### config.mk
export PLATFORM = sky130hd
export DESIGN_NAME = mfc_ctrl
export DESIGN_NICKNAME = d
export VERILOG_FILES = /design/src/inc/mfc_pkg.sv /design/src/rtl/mfc_decim.sv /design/src/rtl/mfc_ctrl.sv
export VERILOG_INCLUDE_DIRS = /design/src /design/src/inc
export SDC_FILE = /design/constraint.sdc
export NUM_CORES = 1
export LEC_CHECK = 0
export BUFFER_PORTS_ARGS = -buffer_cell sky130_fd_sc_hd__buf_4
export CORE_AREA = 2 2 169 171
export CTS_BUF_LIST = sky130_fd_sc_hd__clkbuf_2
export CTS_CLUSTER_DIAMETER = 30
export DETAILED_ROUTE_END_ITERATION = 7
export DIE_AREA = 0 0 171 173
export HOLD_SLACK_MARGIN = 0.02
export SLEW_MARGIN = 25
export SYNTH_ARGS = -nofsm -noshare
export SYNTH_HDL_FRONTEND = slang
export SYNTH_SLANG_ARGS = --single-unit
### constraint.sdc
create_clock -name clock_i -period 4.2 [get_ports clock_i]
set_input_delay 0.42 -clock clock_i [delete_from_list [all_inputs] [get_ports clock_i]]
set_output_delay 0.42 -clock clock_i [all_outputs]
set_load 0.03 [all_outputs]
### src/inc/mfc_cfg.svh
// Constants of the metering front-end control block: register map, field
// positions and timing counts. Included by the package; the design files use its macros.
`ifndef MFC_CFG_SVH
`define MFC_CFG_SVH

// Avalon word-address map (byte address is four times the index)
`define MFC_ADDR_W 4
`define MFC_REG_GAIN 4'h0
`define MFC_REG_STATUS 4'h1
`define MFC_REG_RSTATUS 4'h2
`define MFC_REG_MASK 4'h3
`define MFC_REG_SMPSEL 4'h4
`define MFC_REG_SAMPLE 4'h5
`define MFC_REG_RXDATA 4'h6
`define MFC_REG_TXDATA 4'h7

// Gain register fields
`define MFC_GAIN_CUR_LSB 0
`define MFC_GAIN_CUR_MSB 1
`define MFC_GAIN_VOLT_LSB 5
`define MFC_GAIN_VOLT_MSB 6
`define MFC_GAIN_RESET 2'h0

// Status and mask bits
`define MFC_ST_W 3
`define MFC_ST_DROP 0
`define MFC_ST_SAMPLE 1
`define MFC_ST_RXBYTE 2
`define MFC_ST_NOMASK 3'h6

// Converter parameters
`define MFC_NUM_IN 6
`define MFC_SEL_W 3
`define MFC_SAMPLE_W 24
`define MFC_DECIM_LOG2 7
`define MFC_MOD_DIV 12
`define MFC_DIV_W 4
`define MFC_BYTE_W 8
`define MFC_BIT_W 3

// Supply monitor filter: enter and leave times give the hysteresis
`define MFC_CLK_MHZ 50
`define MFC_DROP_ENTER_NS 2000
`define MFC_DROP_LEAVE_NS 4000
`define MFC_DROP_ENTER_CYC ((`MFC_DROP_ENTER_NS * `MFC_CLK_MHZ + 999) / 1000)
`define MFC_DROP_LEAVE_CYC ((`MFC_DROP_LEAVE_NS * `MFC_CLK_MHZ + 999) / 1000)
`define MFC_FILT_W 8

// Pin synchroniser: sclk, select, data in, supply-low comparator
`define MFC_NUM_PINS 4
`define MFC_PIN_SCLK 0
`define MFC_PIN_SEL_N 1
`define MFC_PIN_DIN 2
`define MFC_PIN_LOW 3

`endif

### src/inc/mfc_pkg.sv
// Types shared by the metering front-end control files.
// Assumes mfc_cfg.svh is on the include path.
`include "mfc_cfg.svh"
package mfc_pkg;
  // Gain codes in field order: x1, x2, x4, reserved
  typedef enum logic [1:0] {MFC_GAIN_X1, MFC_GAIN_X2, MFC_GAIN_X4, MFC_GAIN_RSVD} mfc_gain_e;
  typedef logic [`MFC_SAMPLE_W-1:0] mfc_sample_t;
endpackage

### src/rtl/mfc_decim.sv
// Decimation filter for the one-bit modulator streams of all inputs.
// Assumes modulator bits are valid in the cycle mod_strobe_i is high.
`timescale 1ns/10ps
module mfc_decim
  import mfc_pkg::*;
#(
  parameter int NUM_IN = `MFC_NUM_IN,
  parameter int LOG2_OSR = `MFC_DECIM_LOG2
) (
  input wire logic clock_i,
  input wire logic rstn_i,
  input wire logic mod_strobe_i,
  input wire logic [NUM_IN-1:0] mod_bits_i,
  output logic [NUM_IN*`MFC_SAMPLE_W-1:0] samples_o,
  output logic valid_o
);
  localparam int SHIFT = `MFC_SAMPLE_W - 2 - LOG2_OSR;
  logic [LOG2_OSR-1:0] bit_cnt;
  logic last;

  assign last = mod_strobe_i && (&bit_cnt);

  // One shared count of modulator bits closes every channel's word together
  always_ff @(posedge clock_i or negedge rstn_i) begin
    if (!rstn_i) begin
      bit_cnt <= '0;
      valid_o <= 1'b0;
    end else begin
      valid_o <= last;
      if (mod_strobe_i) begin
        bit_cnt <= bit_cnt + 1'b1;
      end
    end
  end

  // Boxcar average per input: +1 per one, -1 per zero, scaled to full word
  for (genvar g = 0; g < NUM_IN; g++) begin : g_chan
    logic signed [LOG2_OSR+1:0] acc;
    logic signed [LOG2_OSR+1:0] next_acc;
    logic signed [`MFC_SAMPLE_W-1:0] wide;
    logic signed [`MFC_SAMPLE_W-1:0] word;
    // One process per channel owns its word; the slice is wired out here
    assign samples_o[g*`MFC_SAMPLE_W +: `MFC_SAMPLE_W] = word;
    assign next_acc = acc + (mod_bits_i[g] ? (LOG2_OSR+2)'(1) : -(LOG2_OSR+2)'(1));
    assign wide = `MFC_SAMPLE_W'(next_acc);
    always_ff @(posedge clock_i or negedge rstn_i) begin
      if (!rstn_i) begin
        acc <= '0;
        word <= '0;
      end else if (mod_strobe_i) begin
        if (last) begin
          // Full scale lands on +/-2^22, signed word
          word <= wide <<< SHIFT;
          acc <= '0;
        end else begin
          acc <= next_acc;
        end
      end
    end
  end
endmodule

### src/rtl/mfc_ctrl.sv
// Metering front-end control: register slave, serial pin handling, supply
// monitor, modulator clock divide and gain selection.
// Assumes an Avalon-MM master on clock_i and a host on the serial pins.
// Behaviour
// - Serial port answers only while select is held low by the host.
// - Serial input bits are captured on falling serial clock edges.
// - Serial output bits change on rising serial clock edges.
// - Serial output is released except while driving read data.
// - Serial shifting is timed only by the host serial clock edges; the code shifts on clock_i once those edges are synchronised.
// - While supply is low the block goes inactive, no energy accumulation.
// - Supply-low indication is filtered with hysteresis against noise.
// - Supply dropout sets the dropout status flag.
// - The dropout flag can never drive the interrupt request.
// - Each channel gain selects one of three values: one, two, four.
// - One gain setting serves all three inputs of a channel.
// - Gain register bits one and zero select current channel gain.
// - Gain register bits six and five select voltage channel gain.
// - Modulator sampling clock is the master clock divided by twelve.
// - Decimation averages the bit stream into signed 24-bit words.
// - Low reset holds converters and all digital logic in reset.
// - Interrupt output is active-low open drain, driven on pending events.
`timescale 1ns/10ps
module mfc_ctrl
  import mfc_pkg::*;
(
  input wire logic clock_i,
  input wire logic rstn_i,
  // Avalon-MM slave
  input wire logic [`MFC_ADDR_W-1:0] avs_address_i,
  input wire logic avs_read_i,
  input wire logic avs_write_i,
  input wire logic [31:0] avs_writedata_i,
  output logic [31:0] avs_readdata_o,
  output logic avs_waitrequest_o,
  // Serial pins
  input wire logic serial_sel_n_i,
  input wire logic serial_clk_i,
  input wire logic serial_din_i,
  output logic serial_dout_o,
  output logic serial_dout_oe_o,
  // Interrupt request, open drain
  output logic irq_n_o,
  output logic irq_n_oe_o,
  // Analog front end
  input wire logic supply_low_i,
  input wire logic [`MFC_NUM_IN-1:0] mod_bits_i,
  output logic mod_clk_o,
  output logic mod_strobe_o,
  output logic [1:0] cur_gain_o,
  output logic [1:0] volt_gain_o,
  output logic accumulate_en_o
);
  logic [`MFC_NUM_PINS-1:0] pin_f;
  logic [`MFC_NUM_PINS-1:0] pin_fd;
  logic sclk_rise;
  logic sclk_fall;
  logic sel_fall;
  logic sel_active;
  logic low_f;
  logic [`MFC_DIV_W-1:0] div_cnt;
  logic [`MFC_DIV_W-1:0] next_div;
  logic inactive;
  logic [`MFC_FILT_W-1:0] filt_cnt;
  logic drop_set;
  logic [`MFC_ST_W-1:0] status;
  logic [`MFC_ST_W-1:0] mask;
  logic [`MFC_ST_W-1:0] next_status;
  logic [`MFC_ST_W-1:0] pending;
  logic [`MFC_SEL_W-1:0] smp_sel;
  logic [`MFC_NUM_IN*`MFC_SAMPLE_W-1:0] samples;
  logic smp_valid;
  logic [`MFC_BYTE_W-1:0] rx_shift;
  logic [`MFC_BYTE_W-1:0] rx_data;
  logic [`MFC_BIT_W-1:0] rx_cnt;
  logic rx_event;
  logic [`MFC_BYTE_W-1:0] tx_data;
  logic [`MFC_BYTE_W-1:0] tx_shift;
  logic tx_armed;
  logic wr_take;
  logic rd_take;
  logic [31:0] rd_mux;
  mfc_gain_e wr_cur;
  mfc_gain_e wr_volt;

  // Three-stage synchronisers; a level counts once stages two and three agree
  for (genvar p = 0; p < `MFC_NUM_PINS; p++) begin : g_sync
    logic s1, s2, s3, f, fd;
    assign pin_f[p] = f;
    assign pin_fd[p] = fd;
    always_ff @(posedge clock_i or negedge rstn_i) begin
      if (!rstn_i) begin
        s1 <= (p == `MFC_PIN_SEL_N || p == `MFC_PIN_SCLK);
        s2 <= (p == `MFC_PIN_SEL_N || p == `MFC_PIN_SCLK);
        s3 <= (p == `MFC_PIN_SEL_N || p == `MFC_PIN_SCLK);
        f <= (p == `MFC_PIN_SEL_N || p == `MFC_PIN_SCLK);
        fd <= (p == `MFC_PIN_SEL_N || p == `MFC_PIN_SCLK);
      end else begin
        s1 <= (p == `MFC_PIN_SCLK) ? serial_clk_i :
              (p == `MFC_PIN_SEL_N) ? serial_sel_n_i :
              (p == `MFC_PIN_DIN) ? serial_din_i : supply_low_i;
        s2 <= s1;
        s3 <= s2;
        if (s2 == s3) begin
          f <= s3;
        end
        fd <= f;
      end
    end
  end

  // Serial edges exist only while select is low
  assign sel_active = !pin_f[`MFC_PIN_SEL_N];
  assign sclk_rise = sel_active && pin_f[`MFC_PIN_SCLK] && !pin_fd[`MFC_PIN_SCLK];
  assign sclk_fall = sel_active && !pin_f[`MFC_PIN_SCLK] && pin_fd[`MFC_PIN_SCLK];
  assign sel_fall = sel_active && pin_fd[`MFC_PIN_SEL_N];
  assign low_f = pin_f[`MFC_PIN_LOW];

  // Receive shifter: one bit per falling serial clock edge
  always_ff @(posedge clock_i or negedge rstn_i) begin
    if (!rstn_i) begin
      rx_shift <= '0;
      rx_cnt <= '0;
      rx_data <= '0;
      rx_event <= 1'b0;
    end else begin
      rx_event <= 1'b0;
      if (!sel_active) begin
        rx_cnt <= '0; // A released select drops a partial byte
      end else if (sclk_fall) begin
        rx_shift <= {rx_shift[`MFC_BYTE_W-2:0], pin_f[`MFC_PIN_DIN]};
        rx_cnt <= rx_cnt + 1'b1;
        if (&rx_cnt) begin
          rx_data <= {rx_shift[`MFC_BYTE_W-2:0], pin_f[`MFC_PIN_DIN]};
          rx_event <= 1'b1;
        end
      end
    end
  end

  // Transmit shifter: MSB presented at select fall, next bit per rising edge
  always_ff @(posedge clock_i or negedge rstn_i) begin
    if (!rstn_i) begin
      tx_shift <= '0;
      serial_dout_o <= 1'b0;
      serial_dout_oe_o <= 1'b0;
    end else if (!sel_active) begin
      serial_dout_oe_o <= 1'b0; // Released whenever not selected
    end else if (sel_fall) begin
      tx_shift <= tx_data;
      serial_dout_o <= tx_data[`MFC_BYTE_W-1];
      serial_dout_oe_o <= tx_armed; // Drives only when read data is loaded
    end else if (sclk_rise) begin
      tx_shift <= {tx_shift[`MFC_BYTE_W-2:0], 1'b0};
      serial_dout_o <= tx_shift[`MFC_BYTE_W-2];
    end
  end

  // Modulator clock: divide by twelve, one bit per period
  assign next_div = (div_cnt == `MFC_DIV_W'(`MFC_MOD_DIV - 1)) ? '0 : div_cnt + 1'b1;
  always_ff @(posedge clock_i or negedge rstn_i) begin
    if (!rstn_i) begin
      div_cnt <= '0;
      mod_clk_o <= 1'b0;
      mod_strobe_o <= 1'b0;
    end else begin
      div_cnt <= next_div;
      mod_clk_o <= (next_div < `MFC_DIV_W'(`MFC_MOD_DIV / 2));
      mod_strobe_o <= (next_div == '0);
    end
  end

  // Averaging of the modulator streams into sample words
  mfc_decim #(
    .NUM_IN(`MFC_NUM_IN),
    .LOG2_OSR(`MFC_DECIM_LOG2)
  ) u_decim (
    .clock_i(clock_i),
    .rstn_i(rstn_i),
    .mod_strobe_i(mod_strobe_o),
    .mod_bits_i(mod_bits_i),
    .samples_o(samples),
    .valid_o(smp_valid)
  );

  // Supply monitor: different enter and leave times form the hysteresis,
  // so a short glitch on the comparator never flips the state
  assign drop_set = !inactive && low_f && (filt_cnt == `MFC_FILT_W'(`MFC_DROP_ENTER_CYC - 1));
  always_ff @(posedge clock_i or negedge rstn_i) begin
    if (!rstn_i) begin
      inactive <= 1'b0;
      filt_cnt <= '0;
    end else if (!inactive) begin
      if (!low_f) begin
        filt_cnt <= '0;
      end else if (drop_set) begin
        inactive <= 1'b1;
        filt_cnt <= '0;
      end else begin
        filt_cnt <= filt_cnt + 1'b1;
      end
    end else begin
      if (low_f) begin
        filt_cnt <= '0;
      end else if (filt_cnt == `MFC_FILT_W'(`MFC_DROP_LEAVE_CYC - 1)) begin
        inactive <= 1'b0;
        filt_cnt <= '0;
      end else begin
        filt_cnt <= filt_cnt + 1'b1;
      end
    end
  end

  // Accumulation is stopped while the supply is low
  always_ff @(posedge clock_i or negedge rstn_i) begin
    if (!rstn_i) begin
      accumulate_en_o <= 1'b0; // Held off through reset
    end else begin
      accumulate_en_o <= !inactive;
    end
  end

  // Avalon handshake: one wait cycle, then waitrequest low for one cycle
  assign wr_take = avs_write_i && !avs_waitrequest_o;
  assign rd_take = avs_read_i && !avs_waitrequest_o;
  always_ff @(posedge clock_i or negedge rstn_i) begin
    if (!rstn_i) begin
      avs_waitrequest_o <= 1'b1;
      avs_readdata_o <= '0;
    end else if ((avs_read_i || avs_write_i) && avs_waitrequest_o) begin
      avs_waitrequest_o <= 1'b0;
      avs_readdata_o <= avs_read_i ? rd_mux : '0;
    end else begin
      avs_waitrequest_o <= 1'b1;
    end
  end

  // Read mux; unmapped words read as zero
  always_comb begin
    rd_mux = '0;
    unique case (avs_address_i)
      `MFC_REG_GAIN: begin
        rd_mux[`MFC_GAIN_CUR_MSB:`MFC_GAIN_CUR_LSB] = cur_gain_o;
        rd_mux[`MFC_GAIN_VOLT_MSB:`MFC_GAIN_VOLT_LSB] = volt_gain_o;
      end
      `MFC_REG_STATUS, `MFC_REG_RSTATUS: rd_mux[`MFC_ST_W-1:0] = status;
      `MFC_REG_MASK: rd_mux[`MFC_ST_W-1:0] = mask;
      `MFC_REG_SMPSEL: rd_mux[`MFC_SEL_W-1:0] = smp_sel;
      `MFC_REG_SAMPLE: begin
        if (smp_sel < `MFC_SEL_W'(`MFC_NUM_IN)) begin
          rd_mux[`MFC_SAMPLE_W-1:0] = samples[smp_sel*`MFC_SAMPLE_W +: `MFC_SAMPLE_W];
        end
      end
      `MFC_REG_RXDATA: rd_mux[`MFC_BYTE_W-1:0] = rx_data;
      `MFC_REG_TXDATA: rd_mux[`MFC_BYTE_W-1:0] = tx_data;
      default: rd_mux = '0;
    endcase
  end

  // Gain writes: a reserved code leaves that field unchanged
  assign wr_cur = mfc_gain_e'(avs_writedata_i[`MFC_GAIN_CUR_MSB:`MFC_GAIN_CUR_LSB]);
  assign wr_volt = mfc_gain_e'(avs_writedata_i[`MFC_GAIN_VOLT_MSB:`MFC_GAIN_VOLT_LSB]);
  always_ff @(posedge clock_i or negedge rstn_i) begin
    if (!rstn_i) begin
      cur_gain_o <= `MFC_GAIN_RESET;
      volt_gain_o <= `MFC_GAIN_RESET;
    end else if (wr_take && avs_address_i == `MFC_REG_GAIN) begin
      if (wr_cur != MFC_GAIN_RSVD) begin
        cur_gain_o <= wr_cur; // One field for all three current inputs
      end
      if (wr_volt != MFC_GAIN_RSVD) begin
        volt_gain_o <= wr_volt; // One field for all three voltage inputs
      end
    end
  end

  // Other writable registers; writing the transmit byte arms the output
  always_ff @(posedge clock_i or negedge rstn_i) begin
    if (!rstn_i) begin
      mask <= '0;
      smp_sel <= '0;
      tx_data <= '0;
      tx_armed <= 1'b0;
    end else begin
      if (wr_take && avs_address_i == `MFC_REG_MASK) begin
        mask <= avs_writedata_i[`MFC_ST_W-1:0];
      end
      if (wr_take && avs_address_i == `MFC_REG_SMPSEL) begin
        smp_sel <= avs_writedata_i[`MFC_SEL_W-1:0];
      end
      if (wr_take && avs_address_i == `MFC_REG_TXDATA) begin
        tx_data <= avs_writedata_i[`MFC_BYTE_W-1:0];
        tx_armed <= 1'b1;
      end else if (sel_fall) begin
        tx_armed <= 1'b0; // One armed byte per selection
      end
    end
  end

  // Sticky status; a read of the clearing alias clears only the bits it
  // returned, and a new event in the same cycle still wins
  always_comb begin
    next_status = status;
    if (rd_take && avs_address_i == `MFC_REG_RSTATUS) begin
      next_status = status & ~avs_readdata_o[`MFC_ST_W-1:0];
    end
    next_status[`MFC_ST_DROP] = next_status[`MFC_ST_DROP] | drop_set;
    next_status[`MFC_ST_SAMPLE] = next_status[`MFC_ST_SAMPLE] | smp_valid;
    next_status[`MFC_ST_RXBYTE] = next_status[`MFC_ST_RXBYTE] | rx_event;
  end
  always_ff @(posedge clock_i or negedge rstn_i) begin
    if (!rstn_i) begin
      status <= '0;
    end else begin
      status <= next_status;
    end
  end

  // Interrupt: dropout bit is forced out of the mask
  assign pending = status & mask & `MFC_ST_NOMASK;
  always_ff @(posedge clock_i or negedge rstn_i) begin
    if (!rstn_i) begin
      irq_n_o <= 1'b0;
      irq_n_oe_o <= 1'b0;
    end else begin
      irq_n_o <= 1'b0;
      irq_n_oe_o <= |pending;
    end
  end
endmodule

## Yosys cells after proc, flatten, opt, wreduce, memory -nomap -nowiden

Index checks and enable logic that the tools add are counted.

| storage, ports and cells | value |
|---|---|
| flip-flop bits (word level) | 234 |
| input bits | 50 |
| word-level logic and storage cells | 176 |

| cells by class | value |
|---|---|
| $add $sub $neg | 10 |
| multiply operators | 1 |
| magnitude comparators | 2 |
| eq/ne operators | 16 |
| shift operators | 1 |
| muxes and demuxes | 46 |
| bitwise logic cells | 7 |
| reduce and logical (&&, ||, !) cells | 38 |

Operators with widths:

| operator | number |
|---|---|
| indexed part select 144 x 9 -> 24 bit | 1 |
| two-way mux 9 bit | 12 |
| adder 9 bit | 6 |
| two-way mux 24 bit | 2 |
| two-way mux 8 bit | 5 |
| == test 4 x 3 -> 1 bit, second input constant | 4 |
| logical AND 1 bit | 16 |
| two-way mux 16 bit | 1 |
| two-way mux 1 bit | 15 |
| two-way mux 7 bit | 2 |
| one-hot mux 2 bit (7 select lines) | 1 |
| AND reduction 2 bit | 5 |
| two-way mux 3 bit | 3 |
| adder 8 x 1 -> 8 bit, second input constant | 1 |
| == test 4 x 2 -> 1 bit, second input constant | 2 |
| == test 8 x 7 -> 1 bit, second input constant | 1 |
| == test 8 bit, second input constant | 1 |
| zero test 4 bit | 2 |
| one-hot mux 2 bit (4 select lines) | 1 |
| nonzero test 2 bit | 4 |
| adder 7 x 1 -> 7 bit, second input constant | 1 |
| AND reduction 7 bit | 1 |
| bitwise AND 3 bit | 2 |
| one-hot mux 1 bit (6 select lines) | 1 |
| 20 further kinds | 31 |

## Depth between registers and ports, before layout

Gate-level depths: netlist of the first run.

| logic depth | value |
|---|---|
| depth in word-level cells | 6 |
| mapped depth | 9 |
| depth with buffers taken out | 7 |

## Hierarchy

Synthesis of the first run repeated with hierarchy kept, for this count alone.

| unflattened totals | value |
|---|---|
| cells, all modules | 1203 |
| area, all modules | 12784.8 um2 |

By module, submodules not included:

| module | times used | cells each | area an instance (um2) | seq. area each (um2) |
|---|---|---|---|---|
| mfc_decim | 1 | 725 | 7159.4 | 2902.8 |
| mfc_ctrl | 1 | 478 | 5625.4 | 2766.4 |

## Worst setup path after synthesis of the first run

Ideal clock, no wire load.

| path | value |
|---|---|
| kind | input to register |
| start | input mod_bits_i[3] |
| end | register u_decim.g_chan[3].acc[8] |
| setup time | 0.126 ns |
| data arrival time | 1.929 ns |
| data required time | 4.074 ns |
| slack | 2.145 ns |
| stages on the path | 7 |
| path through | inv_1 -> ha_1 -> o211ai_1 -> a21oi_1 -> o31a_1 -> and2_1 -> a311o_1 |

| between the ends | value |
|---|---|
| longest elaborated chain between the ends | 3 |

RTL lines:

| item | RTL line | text |
|---|---|---|
| start, declared | mfc_ctrl.sv:46 | `` input wire logic [`MFC_NUM_IN-1:0] mod_bits_i, `` |
| two-way mux 9 bit | mfc_decim.sv:44 | `assign next_acc = acc + (mod_bits_i[g] ? (LOG2_OSR+2)'(1) : -(LOG2_OSR+2)'(1));` |
| adder 9 bit | mfc_decim.sv:44 |  |
| two-way mux 9 bit | mfc_decim.sv:51 | `if (last) begin` |
| end signal, assigned | mfc_decim.sv:56 | `acc <= next_acc;` |
| end, declared | mfc_decim.sv:38 | `logic signed [LOG2_OSR+1:0] acc;` |

No other way between the ends.
A chain may end at the register's enable or synchronous reset.

## Worst setup path in the final report of the first run

| path | value |
|---|---|
| start | register u_decim.g_chan[3].acc[0] |
| end | register u_decim.g_chan[3].acc[8] |

| between the ends | value |
|---|---|
| longest elaborated chain between the ends | 2 |

RTL lines:

| item | RTL line |
|---|---|
| adder 9 bit | mfc_decim.sv:44 |
| two-way mux 9 bit | mfc_decim.sv:51 |

No other way between the ends.

==> qor.yml, run 1 <==
grt_pass1_wl_um: 39850
async_flop_share_pct: 100.0
cts_buffers: 66
status: "complete, no violations"
fin_setup_tns_ns: 0
hold_path.class: "in2reg"
post-synth-top-count-cell: "dfrtp_1"
worst_ir_drop_vdd_mv: 0.2663
yosysTopAreaCell: "dfrtp_1"
endpoint_kind: "flop"
crit_fanout: 3
synthTopCellsByCount: "dfrtp_1 (208), nand2_1 (102), o21ai_1 (54)"
numPortBuffers: 53
setup_viol: 0
synth_cell_types: 69
nFillCells: 2671
hold_viol_final: 0
max_freq_ghz: 0.4433
synthesis.area_um2: 10970
synthCells: 985
rr_worst_depth: 7
crit_path_start_kind: "flop"
synth-edff-count: 0
dpl.cell_count: 1387
nets: 1202
dp.final_hpwl_um: 15540
initial_utilization_pct: 39.72
cts_max_path_buffers: 3
design_area_um2: 12560
grt.busiest_layer: "met2"
synth_seq_cells: 219
worstMarginPinSlew_ns: 0.9320
slew_headroom_pct: 37.87
synth_area_per_cell_um2: 11.14
intPower_uw: 4121
global_route.usage.met1_pct: 22.49
routabilityCongestion: 0.8114
use_met2_pct: 26.08
grt_pass1_vias: 8045
stdcell_count: 1527
dpl_cell_area_um2: 11690
synth_top_area_share_pct: 47.43
hold_depth: 3
max_cap_violations: 0
period_share_pct: 53.71
area_delta_synth_final_pct: 14.49
worstSkewPairLatency_ns: 0.81
p_clk_share_pct: 25.9
drtAntennaViolNets: 0
synth_top_flop_cell: "dfrtp_1"
die_area_um2: 29580
finClkSkew_ns: 0.07820
io_pins: 94
routedWlPerCell_um: 15.66
power_density_nw_per_um2: 518.8
core.rowCount: 61
drive_above_1_share_pct: 20.56
drc: 0
rsz0062_at_grt: "false"
required_ns: 4.89
die_x_um: 171
grt.overflow.total: 0
cts_root_buffer: "clkbuf_2"
critPathKind: "reg2reg"
drt-pass1-iter-count: 4
seq_power_share_pct: 41.4
period_minus_slack_ns: 2.256
switching_share_pct: 36.77
ctsHtreeMaxLevel: 3
p_comb_share_pct: 32.7
rrSetupSlack_ns: 1.94
synth_seq_area_share_pct: 50.06
antenna_found_initial: 1
grt_max_degree: 136
r2r_start: "u_decim.g_chan[3].acc[0]"
track_usage_pct: 16.65
r2r_end: "u_decim.g_chan[3].acc[8]"
arrival_ns: 2.95
slew_violations: 0
design.core.area_um2: 27630
clkSlewWorstSetupHoldPaths_ns: 0.10
cts_tree: "yes"
viasPerCell: 5.052
clkSinkCount: 219
yosys_warnings: 0
post_cts_buffers: 0
synthTopCellsByArea: "dfrtp_1 (47%), ha_1 (5.4%), nand2_1 (3.5%), mux2i_1 (3.3%), mux2_2 (3.0%)"
met3_usage_pct: 3.410
vias: 7714
p_switching_uw: 2397
min_to: "u_decim.g_chan[5].word[16]"
holdCritStartpoint: "mod_bits_i[5]"
drt_iter0_drc: 376
p_leak_uw: 0.005970
wirelength_um: 23910
die_height_um: 173
-- how the worst max path moves through the flow --
stage | start | endpoint | slack [ns]
2_1_floorplan | mod_bits_i[3] | u_decim.g_chan[3].acc[8] | 2.14
3_3_place_gp | mod_bits_i[3] | u_decim.g_chan[3].acc[8] | 1.81
3_5_place_dp | mod_bits_i[3] | u_decim.g_chan[3].acc[8] | 1.81
4_1_cts | u_decim.g_chan[3].acc[0] | u_decim.g_chan[3].acc[8] | 1.94
5_1_grt | u_decim.g_chan[3].acc[0] | u_decim.g_chan[3].acc[8] | 1.81
6_report | u_decim.g_chan[3].acc[0] | u_decim.g_chan[3].acc[8] | 1.94
-- cell families after synthesis --
family | share of synthesized area [%]
AO/OA/AOI/OAI | 16.42
flip-flops | 50.06
multiplexers | 9.338
buffers and inverters | 3.899
AND/OR/NAND/NOR | 9.360
other | 0.03417
XOR/XNOR | 4.070
adder cells (fa/ha/maj) | 6.818
-- registers in the layout (all words and copies together) (netlist names), 3 cells and up --
name	count
smp_sel	3
rx_shift	7
tx_data	8
rx_data	8
filt_cnt	8
mask	3
g_sync.s2	4
u_decim.g_chan.acc	54
g_sync.s3	4
status	3
g_sync.f	4
tx_shift	7
g_sync.s1	4
rx_cnt	3
u_decim.g_chan.word	54
avs_readdata_o	17
div_cnt	4
u_decim.bit_cnt	7
-- routing by layer --
metal  vias to the layer above  routed length (µm)
li1                       3786                   -
met1                      3718               11290
met2                       152               11110
met3                        58                 905
met4                         0                 601
met5                         -                   0
-- layout by cell type (no fill, tap or decap), types with 7 or more instances in the layout --
cell type      count
dfrtp_1          208
nand2_1          102
clkbuf_2          95
buf_4             61
o21ai_1           54
ha_1              47
nor2_1            46
a21oi_1           36
mux2i_1           36
xor2_1            33
inv_1             31
o2bb2ai_1         31
mux2_2            29
o21ai_0           26
dlygate4sd3_1     21
a21o_1            19
xnor2_1           18
nand2b_1          17
conb_1            16
nor2b_1           13
a22o_1            13
o31ai_1           12
dfstp_2           11
mux2_1            10
mux4_2            10
o22ai_1            9
o21a_1             9
nand3_1            8
clkinv_1           8
nand4_1            7
o211ai_1           7
clkinv_2           7
-- metrics by stage --
| stage | total power [µW] | setup slack [ns] | hold WS (ns) | util [%] |
|---|---|---|---|---|
| final | 6518 | 1.944 | 0.08329 | 45.48 |
| after global routing | 7017 | 1.807 | 0.03055 | 45.48 |
| after CTS | 6597 | 1.941 | 0.02344 | 45.37 |
| after detailed placement | 4844 | 1.809 | 0.3364 | 42.32 |
| after global placement | 4804 | 1.811 | 0.3355 | 42.32 |
| after floorplan | 4334 | 2.145 | 0.1244 | - |
-- cell type report --
| class | count | area (µm²) | share of cell area (%) |
|---|---|---|---|
| well taps | 378 | 473.0 | 3.764 |
| flip-flops and latches | 219 | 5494 | 43.73 |
| diodes | 1 | 2.502 | 0.01992 |
| repair buffers | 85 | 730.7 | 5.816 |
| multi-input cells | 694 | 5109 | 40.66 |
| clock inverters | 22 | 156.4 | 1.245 |
| clock buffers | 95 | 475.5 | 3.784 |
| inverters | 33 | 123.9 | 0.9859 |
-- worst max-delay path: stages, from the launching register on --
cell	delay (ns)
dfrtp_1	0.42
inv_1	0.10
fa_1	0.44
nand2b_1	0.18
a21oi_1	0.24
o2111ai_1	0.22
and2_1	0.20
a311o_1	0.34
-- power by group through the flow --
stage / sequential (µW) / combinational (µW) / clock, µW
after floorplan: 2680 / 1650 / 0
after global placement: 2730 / 2080 / 0
after detailed placement: 2730 / 2110 / 0
after CTS: 2700 / 2140 / 1760
after global routing: 2740 / 2400 / 1880
final: 2700 / 2130 / 1690
-- repair_timing --
item                                   4_1_cts  5_1_grt
endpoints found under the hold margin      157        0
gates resized for setup                      0        0
hold buffers                                21        0
Note: power is estimated with default switching activity, not from simulation.
==> run 2: changes to the inputs <==
==> constraint.sdc (replaced) <==
create_clock -name clock_i -period 2.3 [get_ports clock_i]
set_input_delay 0.23 -clock clock_i [delete_from_list [all_inputs] [get_ports clock_i]]
set_output_delay 0.23 -clock clock_i [all_outputs]
set_load 0.03 [all_outputs]
==> run 2 against run 1 <==
Total power grew 85%. Combinational power grew 90%. Highest routed layer unchanged. Clock power grew 83%. Count of clock-buffer cells in the layout shrank 13. Critical endpoint is now volt_gain_o[1].
==> qor.yml, run 2 (synthesis results as in run 1) <==
max_cap_violations: 0  # unchanged
cts_buffers: 61  # -7.6%
dp.final_hpwl_um: 15890  # +2.3%
endpoint_kind: "flop"
drt_iter0_drc: 471  # +25%
crit_path_start_kind: "input pin"
fin_setup_tns_ns: 0  # unchanged
area_delta_synth_final_pct: 17.36
routabilityCongestion: 0.8409  # +3.6%
place_ws_ns: 0.1309  # -1.678 ns
setup_viol: 0  # unchanged
grt.busiest_layer: "met2"
wirelength_um: 23640  # -1.1%
worst_slack_ns: 0.1083  # -1.836 ns
p_leak_uw: 0.006095  # +2.1%
use_met2_pct: 25.74  # -0.34 points
die_height_um: 173  # unchanged
numPortBuffers: 53  # unchanged
nets: 1225  # +1.9%
hold_viol_final: 0  # unchanged
worst_ir_drop_vdd_mv: 0.6338  # +140%
crit_fanout: 15  # +12
drc: 0  # unchanged
vias: 7845  # +1.7%
met3_usage_pct: 3.250  # -0.16 points
clkSlewWorstSetupHoldPaths_ns: 0.09  # about the same
power_density_nw_per_um2: 935.4  # +80%
arrival_ns: 2.94  # about the same
top_regs: "u_decim.g_chan.acc x54, u_decim.g_chan.word x54, avs_readdata_o x17"
hold_path.class: "in2reg"
worstSkewPairLatency_ns: 0.86  # +0.05 ns
grt_pass1_vias: 7854  # -2.4%
critPathKind: "in2reg"
drtAntennaViolNets: 0  # unchanged
rsz0062_at_grt: "false"
grt.overflow.total: 0  # unchanged
nFillCells: 2660  # -0.41%
slew_violations: 0  # unchanged
worstMarginPinSlew_ns: 0.8928  # -0.03919 ns
grt_pass1_wl_um: 39670  # -0.45%
grt_max_degree: 96  # -29%
cts_max_path_buffers: 3  # unchanged
ctsHtreeMaxLevel: 2  # -1
slew_headroom_pct: 40.36  # +2.5 points
antenna_found_initial: 1  # unchanged
clkSinkCount: 219  # unchanged
global_route.usage.met1_pct: 22.85  # +0.36 points
drive_above_1_share_pct: 19.81  # -0.75 points
design.core.area_um2: 27630  # unchanged
viasPerCell: 5.078  # +0.51%
die_area_um2: 29580  # unchanged
cts_tree: "yes"
period_minus_slack_ns: 2.192
required_ns: 3.05  # -1.84 ns
cts_root_buffer: "clkbuf_2"
core.rowCount: 61  # unchanged
initial_utilization_pct: 39.72  # unchanged
io_pins: 94  # unchanged
mostFrequentLayoutCell: "dfrtp_1"
finClkSkew_ns: 0.1001  # +0.02186 ns
mostFrequentLayoutCells: "dfrtp_1 (208), nand2_1 (102), clkbuf_2 (82)"
status: "complete, no violations"
period_share_pct: 95.29
max_freq_ghz: 0.4563
die_x_um: 171  # unchanged
routedWlPerCell_um: 15.30  # -2.3%
drt-pass1-iter-count: 4  # unchanged
track_usage_pct: 16.37  # -0.29 points
==> run 2: changes by cell type in the layout (fill, tap and decap cells not counted), moves of 2 or more <==
cell / change
clkinv_1: +3
dlygate4sd3_1: +20
clkbuf_2: -13
bufinv_16: +2
inv_2: -3
buf_12: +4
buf_4: +4
==> run 2: final timing paths <==
check | startpoint | end | slack (ns) | cells after the start
setup / recovery | avs_address_i[0] | volt_gain_o[1] | 0.11 | 7
hold / removal | avs_writedata_i[6] | volt_gain_o[1] | 0.17 | 3
setup reg to reg | avs_waitrequest_o | mask[0] | 0.19 | 5
hold reg to reg | g_sync[2].s1 | g_sync[2].s2 | 0.36 | 0
max in group asynchronous | rstn_i | status[1] | 1.38 | 4
min in group asynchronous | rstn_i | rx_data[1] | 0.53 | 4
==> run 2: worst max-delay path, cell delays in order <==
cell and delay [ns]:
dlygate4sd3_1 0.54, buf_4 0.21, nor4_2 0.33, dlygate4sd3_1 0.64
nand2_1 0.18, dlygate4sd3_1 0.62, o22a_1 0.19
==> run 2: stage by stage <==
stage	area [µm²]	utilization [%]	power, µW	cells	hold slack, ns
finish	12880	46.62	12050	1545	0.1711
global route	12880	46.62	13000	1545	0.08729
CTS	12870	46.58	12210	1544	0.07413
detailed placement	11800	42.72	8947	1395	0.2331
global placement	11800	42.72	8877	1395	0.2282
floorplan	11030	-	7913	1000	-0.06559
==> run 2: power by group <==
group          switching (µW)  internal [µW]
sequential                438           4470
clock                    1660           1440
combinational            2260           1790
==> run 2: metal layers <==
metal	part of all wire [%]	vias to the layer above	wire [µm]
li1	-	3835	-
met1	47	3814	11120
met2	46	151	10940
met3	4.9	45	1158
met4	1.8	0	430
met5	0	-	0
==> run 2: final cells by class <==
cell class / count / area (µm²) / share of cell area, %
tap: 378 / 473.0 / 3.672
antenna: 1 / 2.502 / 0.01943
multi-input combinational: 694 / 5117 / 39.73
timing repair buffer: 113 / 1041 / 8.082
sequential: 219 / 5494 / 42.66
clock buffer: 82 / 410.4 / 3.186
clock inverter: 25 / 217.7 / 1.690
inverter: 33 / 123.9 / 0.9617
==> run 2: repair_timing <==
action / CTS / global route
hold endpoints to repair: 291 / 0
buffers inserted: 0 / 0
gates resized for setup: 0 / 2
hold buffers: 42 / 0
setup endpoints to repair: 0 / 5
